### src/obsrp_pkg.sv
// package: option byte store constants, types and register map
package obsrp_pkg;

  localparam logic [15:0] ADDR_READOUT_PROTECT   = 16'h4800;
  localparam logic [15:0] ADDR_ALT_MUX_P2        = 16'h4813;
  localparam logic [15:0] ADDR_ALT_MUX_P2_INV    = 16'h4814;
  localparam logic [15:0] ADDR_MISC_OPT0         = 16'h4815;
  localparam logic [15:0] ADDR_MISC_OPT0_INV     = 16'h4816;
  localparam logic [15:0] ADDR_RESERVED_OPTION   = 16'h487D;
  localparam logic [15:0] ADDR_BOOTLOADER_TRUE   = 16'h487E;
  localparam logic [15:0] ADDR_BOOTLOADER_INV    = 16'h487F;

  // data eeprom window holding the option bytes
  localparam logic [15:0] ADDR_EEPROM_BASE       = 16'h4000;
  localparam logic [15:0] ADDR_EEPROM_LAST       = 16'h4BFF;

  localparam logic [7:0]  RST_READOUT_PROTECT    = 8'h00;
  localparam logic [7:0]  RST_TRUE_COPY          = 8'h00;
  localparam logic [7:0]  RST_COMPLEMENT_COPY    = 8'hFF;
  localparam logic [7:0]  RST_RESERVED           = 8'h00;
  localparam logic [7:0]  CODE_PROTECT_ON        = 8'hAA;

  localparam int          NUM_PAIRS              = 3;

  typedef enum logic [2:0] {
    OBS_LOAD  = 3'b001,
    OBS_CHECK = 3'b010,
    OBS_RUN   = 3'b100
  } obs_state_t;

  typedef struct packed {
    logic        req;
    logic        wr;
    logic [15:0] addr;
    logic [7:0]  wdata;
  } obs_req_t;

  typedef struct packed {
    logic        valid;
    logic [7:0]  rdata;
    logic        err;
  } obs_rsp_t;

  typedef struct packed {
    logic [7:0]  altMuxP2;
    logic [7:0]  miscOpt0;
    logic [7:0]  bootOption;
  } obs_opts_t;

endpackage

### src/obsrp_option_store.sv
// option byte store with read-out protection control
`timescale 1ns/1ps
module obsrp_option_store
  import obsrp_pkg::*;
(
  input  wire logic      mclk,
  input  wire logic      rst_n,
  input  wire obs_req_t  dbgReq,
  output obs_rsp_t       dbgRsp,
  input  wire obs_req_t  appReq,
  output obs_rsp_t       appRsp,
  input  wire logic      memWriteProtect,
  output logic           memAccessBlock,
  output logic           readoutProtect,
  output obs_opts_t      appliedOpts,
  output logic [NUM_PAIRS-1:0] optInvalid,
  output logic           optLoaded
);

  typedef struct packed {
    obs_state_t            state;
    logic [7:0]            protByte;
    logic [NUM_PAIRS-1:0][7:0] trueCopy;
    logic [NUM_PAIRS-1:0][7:0] compCopy;
    logic [7:0]            rsvdByte;
    obs_rsp_t              dbgRsp;
    obs_rsp_t              appRsp;
    obs_opts_t             opts;
    logic [NUM_PAIRS-1:0]  invalid;
    logic                  protOn;
    logic                  block;
    logic                  loaded;
  } obs_regs_t;

  obs_regs_t cur_ff;
  obs_regs_t nxt_cur;

  logic [15:0] pairTrue [NUM_PAIRS];
  logic [15:0] pairComp [NUM_PAIRS];
  logic [NUM_PAIRS-1:0] mismatch;

  assign pairTrue[0] = ADDR_ALT_MUX_P2;
  assign pairComp[0] = ADDR_ALT_MUX_P2_INV;
  assign pairTrue[1] = ADDR_MISC_OPT0;
  assign pairComp[1] = ADDR_MISC_OPT0_INV;
  assign pairTrue[2] = ADDR_BOOTLOADER_TRUE;
  assign pairComp[2] = ADDR_BOOTLOADER_INV;

  genvar g;
  generate
    for (g = 0; g < NUM_PAIRS; g++) begin : gPair
      assign mismatch[g] = cur_ff.trueCopy[g] != ~cur_ff.compCopy[g];
    end
  endgenerate

  function automatic logic inEeprom(input logic [15:0] a);
    inEeprom = (a >= ADDR_EEPROM_BASE) && (a <= ADDR_EEPROM_LAST);
  endfunction

  // reads one option byte; unmapped eeprom locations read zero
  function automatic logic [7:0] readByte(input obs_regs_t r,
                                          input logic [15:0] a);
    readByte = 8'h00;
    if (a == ADDR_READOUT_PROTECT) readByte = r.protByte;
    if (a == ADDR_RESERVED_OPTION) readByte = r.rsvdByte;
    for (int i = 0; i < NUM_PAIRS; i++) begin
      if (a == pairTrue[i]) readByte = r.trueCopy[i];
      if (a == pairComp[i]) readByte = r.compCopy[i];
    end
  endfunction

  always_comb begin
    logic dbgOk;
    logic appOk;
    dbgOk = 1'b0;
    appOk = 1'b0;
    nxt_cur = cur_ff;
    nxt_cur.dbgRsp = '0;
    nxt_cur.appRsp = '0;
    case (cur_ff.state)
      OBS_LOAD: begin
        nxt_cur.state = OBS_CHECK;
      end
      OBS_CHECK: begin
        // options applied only from a consistent pair
        for (int i = 0; i < NUM_PAIRS; i++) begin
          nxt_cur.invalid[i] = mismatch[i];
        end
        nxt_cur.opts.altMuxP2 = mismatch[0] ? RST_TRUE_COPY
                                            : cur_ff.trueCopy[0];
        nxt_cur.opts.miscOpt0 = mismatch[1] ? RST_TRUE_COPY
                                            : cur_ff.trueCopy[1];
        nxt_cur.opts.bootOption = mismatch[2] ? RST_TRUE_COPY
                                            : cur_ff.trueCopy[2];
        nxt_cur.protOn = cur_ff.protByte == CODE_PROTECT_ON;
        nxt_cur.loaded = 1'b1;
        nxt_cur.state  = OBS_RUN;
      end
      OBS_RUN: begin
        if (dbgReq.req) begin
          // protection refuses debug access, except the protection byte write below; memWriteProtect plays no part here
          dbgOk = inEeprom(dbgReq.addr) && !cur_ff.protOn;
          nxt_cur.dbgRsp.valid = 1'b1;
          nxt_cur.dbgRsp.err   = !dbgOk;
          if (dbgOk && !dbgReq.wr) begin
            nxt_cur.dbgRsp.rdata = readByte(cur_ff, dbgReq.addr);
          end
          // the protection byte itself stays writable so a debugger can
          // clear it; a real part would mass-erase here, not modelled
          if (dbgReq.wr && inEeprom(dbgReq.addr) &&
              dbgReq.addr == ADDR_READOUT_PROTECT) begin
            nxt_cur.protByte = dbgReq.wdata;
            // acts at once: reset restores factory bytes, so a reload
            // could never bring the protection code into force
            nxt_cur.protOn = dbgReq.wdata == CODE_PROTECT_ON;
            nxt_cur.dbgRsp.err = 1'b0;
          end
          if (dbgOk && dbgReq.wr) begin
            for (int i = 0; i < NUM_PAIRS; i++) begin
              if (dbgReq.addr == pairTrue[i])
                nxt_cur.trueCopy[i] = dbgReq.wdata;
              if (dbgReq.addr == pairComp[i])
                nxt_cur.compCopy[i] = dbgReq.wdata;
            end
          end
        end else if (appReq.req) begin
          appOk = inEeprom(appReq.addr) &&
                  !(appReq.wr && (memWriteProtect ||
                    appReq.addr == ADDR_READOUT_PROTECT));
          nxt_cur.appRsp.valid = 1'b1;
          nxt_cur.appRsp.err   = !appOk;
          if (appOk && !appReq.wr) begin
            nxt_cur.appRsp.rdata = readByte(cur_ff, appReq.addr);
          end
          if (appOk && appReq.wr) begin
            for (int i = 0; i < NUM_PAIRS; i++) begin
              if (appReq.addr == pairTrue[i])
                nxt_cur.trueCopy[i] = appReq.wdata;
              if (appReq.addr == pairComp[i])
                nxt_cur.compCopy[i] = appReq.wdata;
            end
          end
        end
        // new option pair bytes never take effect: the load runs only after reset, which restores factory bytes
      end
      default: begin
        nxt_cur.state = OBS_LOAD;
      end
    endcase
    // block follows protection alone, write protection plays no part
    nxt_cur.block = nxt_cur.protOn;
  end

  // eeprom contents are nonvolatile in silicon; reset models factory state
  always_ff @(posedge mclk or negedge rst_n) begin
    if (!rst_n) begin
      cur_ff          <= '0;
      cur_ff.state    <= OBS_LOAD;
      cur_ff.protByte <= RST_READOUT_PROTECT;
      cur_ff.rsvdByte <= RST_RESERVED;
      for (int i = 0; i < NUM_PAIRS; i++) begin
        cur_ff.trueCopy[i] <= RST_TRUE_COPY;
        cur_ff.compCopy[i] <= RST_COMPLEMENT_COPY;
      end
    end else begin
      cur_ff <= nxt_cur;
    end
  end

  assign dbgRsp         = cur_ff.dbgRsp;
  assign appRsp         = cur_ff.appRsp;
  assign memAccessBlock = cur_ff.block;
  assign readoutProtect = cur_ff.protOn;
  assign appliedOpts    = cur_ff.opts;
  assign optInvalid     = cur_ff.invalid;
  assign optLoaded      = cur_ff.loaded;

endmodule

### config.mk
export PLATFORM = sky130hd
export DESIGN_NAME = obsrp_option_store
export DESIGN_NICKNAME = d
export VERILOG_FILES = /design/src/obsrp_pkg.sv /design/src/obsrp_option_store.sv
export SDC_FILE = /design/constraint.sdc
export NUM_CORES = 1
export LEC_CHECK = 0
export CORE_MARGIN = 5
export CORE_UTILIZATION = 35
export CTS_BUF_LIST = sky130_fd_sc_hd__clkbuf_8 sky130_fd_sc_hd__clkbuf_16
export DETAILED_ROUTE_END_ITERATION = 7
export DONT_BUFFER_PORTS = 1
export PLACE_DENSITY_LB_ADDON = 0.25
export SLEW_MARGIN = 15
export SYNTH_ARGS = -nofsm -noshare
export SYNTH_HDL_FRONTEND = slang
export SYNTH_SLANG_ARGS = --single-unit
### constraint.sdc
create_clock -name mclk -period 3.4 [get_ports mclk]
set_clock_uncertainty 0.2 [all_clocks]
set_input_delay 0.51 -clock mclk [delete_from_list [all_inputs] [get_ports mclk]]
set_output_delay 0.51 -clock mclk [all_outputs]
set_load 0.1 [all_outputs]
==> impl_results.md, run 1 <==
- CTS Hold Bufs: 2
- Number of detailed-route iterations in the first pass: 5
- Final core utilization: roughly 37%
- Core Area: about 18000 um^2
- Num CTS Buffers: 9
- Final RePlAce weighted congestion: around 0.90
- Initial antenna violation count: 0
- WL met1: 8.66 mm
- CP Data Required Time: 3.48 ns
- HP Class: in2reg
- Final Setup Violations: 0
- Hpwl dp: 14.9 mm
- Leak Pwr: 0.00274 uW
- # DRC: 0
- Setup Fix Bufs, Post-CTS: 0
- Internal power: 2070 uW
- #FFs+latches synth: 108
- Layout Cells excl Fill: roughly 770
- Fmax achieved: ~350 MHz
- Max Used Layer: met4
- Top cells by count, synth: 83 x dfrtp_1, 63 x mux2_2, 48 x buf_4
- GRT Resource Usage Total: a little under a fifth
- Layout cell share with drive strength beyond 1: 27.6%
- CTS tree: built
- Clk pwr share: 45.1%
- Worst EP arrival: 2.92 ns
- Synth top area share: approximately 33%
- Rel. slew slack: 36.4%
- Synth unique cells: 62
- RSZ-0062 raised after global routing: false
- Syn Area/Cell: 11.1 um^2
- Die width: 145 um
- Io pins: 105
- CP Max Fanout: 8
- Placed cells: 750
- Post-synth ARST share: between 90% and 100%
- Fin Hold WS: a little over 0.1 ns
- Vias per inst: 6.11
- Sw frac: 22.5%
- Most numerous cell in the Yosys netlist: dfrtp_1
- Deepest clock path buffer count: 2
- Ys flop type: dfrtp_1
- Reg clk slew, reported paths: approximately 0.070 ns
- Final Hold Fails: 0
- Power share of the combinational group: 5.0%
- Via count: 4689
- Worst-Margin Slew: 0.954 ns
- Die Y: 145 um
- Seq/Total Area, Yosys: 43.0%
- Net Count, Synth: 629
- Total Neg Setup Slack: 0 ns
- Worst-Skew Late Latency: ~0.35 ns
- Die Area: 21000 um^2
- Status: completed
- Final wirelength: 19.7 mm
- Pwr dens: 398 nW/um^2
- Post_cts resized: 0
- Largest area contributor in the netlist: dfrtp_1
- Maxcap violations: 0
- Root Driver: clkbuf_16
- Total Nets Final: ~590
- Endpoint class of the critical path: flop
- # rows: slightly below 50
- Iter 0 DRT Violations: 503
- Yosys warning count: 0
- Count of buffers from port buffering: 0
- Post-route minimum period: 2.84 ns
- H-tree Lvls: 3
- Register share of total power: 49.9%
- Mapped Area: 6350 um^2
- N_diodes: 0
- Number of synthesized flops with an enable pin: 0
- Total gr overflow: 0
- First-pass GRT wire length: 30.1 mm
- Clock Sinks: ~110
- Kind of critical path: reg2reg
- Initial Utilization: 35.5%
- Wire per inst: approximately 26 um
- Instance count of the mapped netlist: ~570
- Post-DRT Antenna Nets: 0
- Worst setup SP type: flop
- Period utilization: a little over four fifths
- Number of global-route vias before repair: 4870
- Pins Over Slew Limit: 0
- Largest cells by area after synthesis: dfrtp_1 33%, mux2_2 11%, dfstp_2 10%
- Power, Total: 2670 uW
- NetSw: roughly 600 uW
- Met3 routed WL: 1.36 mm
- VDD IR max: 0.229 mV
- Layout area overhead: 5.53%
- WL met2: 9.24 mm
- Largest net degree at the start of global routing: between 100 and 150
## path summary, 6_finish.rpt
check                                              from                         end  slack, ns  cells past startpoint
min in group asynchronous                         rst_n         dbgRsp[3]$_DFF_PN0_       0.55                      2
worst min register to register  cur_ff[115]$_DFFE_PN0N_     cur_ff[115]$_DFFE_PN0N_       0.31                      1
max in group asynchronous                         rst_n  memAccessBlock$_DFFE_PN0P_       1.98                      2
worst max-delay path            cur_ff[115]$_DFFE_PN0N_      cur_ff[69]$_DFFE_PN1P_       0.56                      5
worst min-delay path                          dbgReq[5]     cur_ff[111]$_DFFE_PN0P_       0.10                      1
worst max register to register  cur_ff[115]$_DFFE_PN0N_      cur_ff[69]$_DFFE_PN1P_       0.56                      5
## kinds of logic (layout without fill, tap and decap cells)
logic type | Yosys count | after routing | synth area share [%]
and+or+nand+nor | 165 | 165 | 17.5
AOI/OAI and AO/OA | 127 | 127 | 15.4
DFF | 108 | 108 | 43.0
buffers and inverters | 78 | 43 | 7.56
muxes | 72 | 72 | 13.2
xor gates and xnor gates | 24 | 24 | 3.31
## state kept, by name, indices dropped and copies added (netlist names)
| signal | count |
|---|---|
| appRsp | 10 |
| memAccessBlock | 1 |
| optInvalid | 3 |
| appliedOpts | 24 |
| dbgRsp | 10 |
| cur_ff | 59 |
| optLoaded | 1 |
## layer usage
| layer | track usage (%) | vias to the layer above |
|---|---|---|
| met2 | 30.0 | 163 |
| met4 | 5.79 | 0 |
| met1 | 25.8 | 2408 |
| li1 | - | 2092 |
| met5 | 0 | - |
| met3 | 4.53 | 26 |
## stage by stage
stage,setup WS [ns],cell area (um^2)
floorplan,0.635,6350
CTS,0.555,6700
global placement,0.434,6320
finish,0.561,6710
detailed placement,0.409,6320
global route,0.412,6710
## power groups by stage
stage	Combinational [uW]	Sequential [uW]	Clock [uW]
6_report	134	1330	1200
5_1_grt	148	1330	1280
4_1_cts	137	1330	1240
3_5_place_dp	105	1360	0
3_3_place_gp	104	1360	0
2_1_floorplan	112	1330	0
## cell usage in the layout (no fill, tap or decap), types with 8 or more instances in the layout
| cell type | n |
|---|---|
| or3_1 | 9 |
| dfstp_2 | 25 |
| nand2_1 | 19 |
| nor2_1 | 26 |
| a22oi_1 | 15 |
| nand4_1 | 15 |
| xor2_1 | 12 |
| buf_4 | 18 |
| xnor2_1 | 12 |
| a21oi_1 | 19 |
| o21ai_0 | 19 |
| o32ai_1 | 8 |
| clkbuf_16 | 9 |
| inv_1 | 8 |
| a22o_1 | 25 |
| nor2b_1 | 10 |
| nand3_1 | 8 |
| mux2_2 | 63 |
| mux2_4 | 8 |
| dfrtp_1 | 82 |
## critical path: stages (launching register included)
cell     delay [ns]
dfrtp_1        0.41
or3b_1         0.46
or3_1          0.42
o32ai_4        0.40
o21a_1         0.53
mux2_4         0.35
## area by class of cell
type / count / area [um^2]
fill: 1781 / 11200
multi-input combinational: 388 / 3150
sequential: 108 / 2740
tap: 229 / 287
clock buffer: 9 / 225
timing repair buffer: 20 / 173
clock inverter: 7 / 115
inverter: 7 / 26.3
No activity file was read; power rests on OpenSTA's default activity.
==> run 2: changes to the inputs <==
--- a/config.mk
+++ b/config.mk
@@ -5,6 +5,7 @@
 export SDC_FILE = /design/constraint.sdc
 export NUM_CORES = 1
 export LEC_CHECK = 0
+export ABC_AREA = 1
 export CORE_MARGIN = 5
 export CORE_UTILIZATION = 35
 export CTS_BUF_LIST = sky130_fd_sc_hd__clkbuf_8 sky130_fd_sc_hd__clkbuf_16
==> constraint.sdc (replaced) <==
create_clock -name mclk -period 2.6 [get_ports mclk]
set_clock_uncertainty 0.2 [all_clocks]
set_input_delay 0.39 -clock mclk [delete_from_list [all_inputs] [get_ports mclk]]
set_output_delay 0.39 -clock mclk [all_outputs]
set_load 0.1 [all_outputs]
==> impl_results.md, run 2 <==
- Kind of critical path: reg2reg
- CTS Hold Bufs: 4
- Post-synth ARST share: 100%
- Count of buffers from port buffering: 0
- Most numerous cell in the Yosys netlist: nand2_1
- Maxcap violations: 0
- WL met1: ~9.5 mm
- Most common cell after layout, fill and taps aside: nand2_1
- Pwr dens: 445 nW/um^2
- Total Nets Final: ~1000
- H-tree Lvls: 3
- #FFs+latches synth: 108
- RSZ-0062 raised after global routing: false
- Initial antenna violation count: 0
- Pins Over Slew Limit: 0
- VDD IR max: 0.221 mV
- First-pass GRT wire length: 32.8 mm
- Power, Total: roughly 3300 uW
- # fillers: ~2100
- Failing checks: negative hold slack
- Setup Fix Bufs, Post-CTS: 0
- Total gr overflow: 0
- Worst-Margin Slew: 1.15 ns
- HP Class: in2async
- Number of synthesized flops with an enable pin: 0
- Clk pwr share: 43.3%
- WL met2: 8.89 mm
- Number of detailed-route iterations in the first pass: 5
- Largest register FFs: 59
- Initial Utilization: approximately a third
- Met3 routed WL: 1.44 mm
- Fmax achieved: 467 MHz
- Period utilization: between 80% and 90%
- Yosys warning count: 0
- Reg clk slew, reported paths: 0.07 ns
- Die Y: 150 um
- # DRC: 0
- Worst path max stage delay: 0.41 ns
- CP Max Fanout: 15
- Post-route minimum period: 2.14 ns
- Synth unique cells: 36
- Final wirelength: around 21 mm
- GRT Resource Usage Total: 19.0%
- Total Neg Setup Slack: 0 ns
- Top cells by count, synth: 282 x nand2_1, 109 x inv_1, 97 x nand3_1
- Internal power: 2530 uW
- Worst EP arrival: 2.24 ns
- NetSw: 776 uW
- Largest area contributor in the netlist: dfrtp_1
- Buf/Inv on CP: 2
- Hpwl dp: 15.8 mm
- Synth top area share: 30.4%
- Register share of total power: 52.2%
- Leak Pwr: 0.00349 uW
- Status: complete, but fails checks
- Core Area: 19300 um^2
- Die Area: 22400 um^2
- Final Setup Violations: 0
- Number of global-route vias before repair: 5711
- Layout area overhead: 9.00%
- Critical path's top delay family: simple AND/OR/NAND/NOR gates
- CP Data Required Time: approximately 2.7 ns
- Seq/Total Area, Yosys: 40.0%
- Vias per inst: approximately 5.1
- Critical Path Slowest Stage Cell: nor2_4
- Post_cts resized: 0
- Rel. slew slack: between 20% and 30%
- Final Hold Fails: 108
- # rows: 51
- Power share of the combinational group: ~4.5%
- Root Driver: clkbuf_16
- Die width: 150 um
- Layout cell share with drive strength beyond 1: 13.8%
- Largest cells by area after synthesis: dfrtp_1 30%, nand2_1 16%, dfstp_2 9.6%
- Net Count, Synth: 1005
- Worst setup SP type: flop
- Biggest register: cur_ff
- Via count: 6161
- Sw frac: 23.5%
- Clock Sinks: 108
- Syn Area/Cell: ~7.2 um^2
- Instance count of the mapped netlist: 950
- Mapped Area: 6830 um^2
- Iter 0 DRT Violations: 501
- Max Used Layer: met4
- Num CTS Buffers: 9
- Fin Hold WS: -0.470 ns
- Final RePlAce weighted congestion: 0.942
- CTS tree: built
- Ys flop type: dfrtp_1
- Deepest clock path buffer count: 2
- Wire per inst: 16.9 um
- Worst-Skew Late Latency: roughly 0.36 ns
- Io pins: 105
- Most frequent cells in the layout: 282 x nand2_1, 110 x inv_1, 97 x nand3_1
- Largest net degree at the start of global routing: 109
- Critical path, cell by cell: nor3_2 > inv_1 > nor2_4 > buf_4 > nand4_1 > nand2_1
- N_diodes: 0
- Post-DRT Antenna Nets: 0
- Endpoint class of the critical path: flop
==> run 2: cell count changes in the layout (fill, tap and decap cells not counted), moves of 23 or more <==
cell / change
mux2_2: -63
o21ai_0: +24
inv_1: +102
nor2_1: +23
nand2_1: +263
buf_4: +34
nand3_1: +89
nand4_1: +42
a22o_1: -25
==> run 2: worst reg2reg max path: cells and delay by family (launching register included) <==
family | cells | cell delay [ns]
flip-flops | 1 | 0.40
buffers and inverters | 2 | 0.49
AND/OR/NAND/NOR | 4 | 1.00
==> run 2: metrics by stage <==
step                instance area (um^2)  setup WS (ns)  utilization [%]  cells
detailed placement                  7090          0.235             36.7   1193
global placement                    7090          0.243             36.7   1193
global route                        7440          0.294             38.5   1213
floorplan                           6830          0.498                -    950
finish                              7440          0.457             38.5   1213
CTS                                 7440          0.448             38.5   1213
==> run 2: logic make-up (layout without fill, tap and decap cells) <==
family | after synthesis | in the layout | share of synthesized area (%)
buf+inv | 190 | 188 | 13.6
simple gates | 529 | 529 | 35.3
xor+xnor | 11 | 11 | 1.41
flops | 108 | 108 | 40.0
compound gates | 112 | 112 | 9.70
==> run 2: final timing paths <==
path,startpoint,endpoint,slack [ns],depth (start not counted)
max,cur_ff[115]$_DFFE_PN0N_,cur_ff[100]$_DFFE_PN0P_,0.46,6
min,rst_n,cur_ff[106]$_DFFE_PN0P_,-0.47,0
max reg2reg,cur_ff[115]$_DFFE_PN0N_,cur_ff[100]$_DFFE_PN0P_,0.46,6
min reg2reg,cur_ff[116]$_DFFE_PN0N_,cur_ff[115]$_DFFE_PN0N_,0.24,1
max in group asynchronous,rst_n,cur_ff[76]$_DFFE_PN1P_,2.38,0
min in group mclk,appReq[24],appRsp[0]$_DFF_PN0_,0.02,1
==> run 2: layer usage <==
metal / vias to the layer above / global-route usage (%)
li1: 3063 / -
met1: 2828 / 28.0
met2: 234 / 27.4
met3: 36 / 2.97
met4: 0 / 8.28
met5: - / 0
==> run 2: power groups by stage <==
stage          clock network [uW]  logic [uW]  registers [uW]
3_3_place_gp                    0         141            1760
3_5_place_dp                    0         142            1760
2_1_floorplan                   0         132            1730
5_1_grt                      1540         165            1730
4_1_cts                      1480         148            1730
6_report                     1430         149            1730
==> run 2: final cells by class <==
class                           instances  area (um^2)  area share [%]
Clock buffer                           11          253            3.40
Tap cell                              265          332            4.46
Timing Repair Buffer                   58          470            6.32
Inverter                              114          428            5.75
Sequential cell                       108         2740            36.8
Multi-Input combinational cell        652         3170            42.5
Clock inverter                          5         57.6           0.773
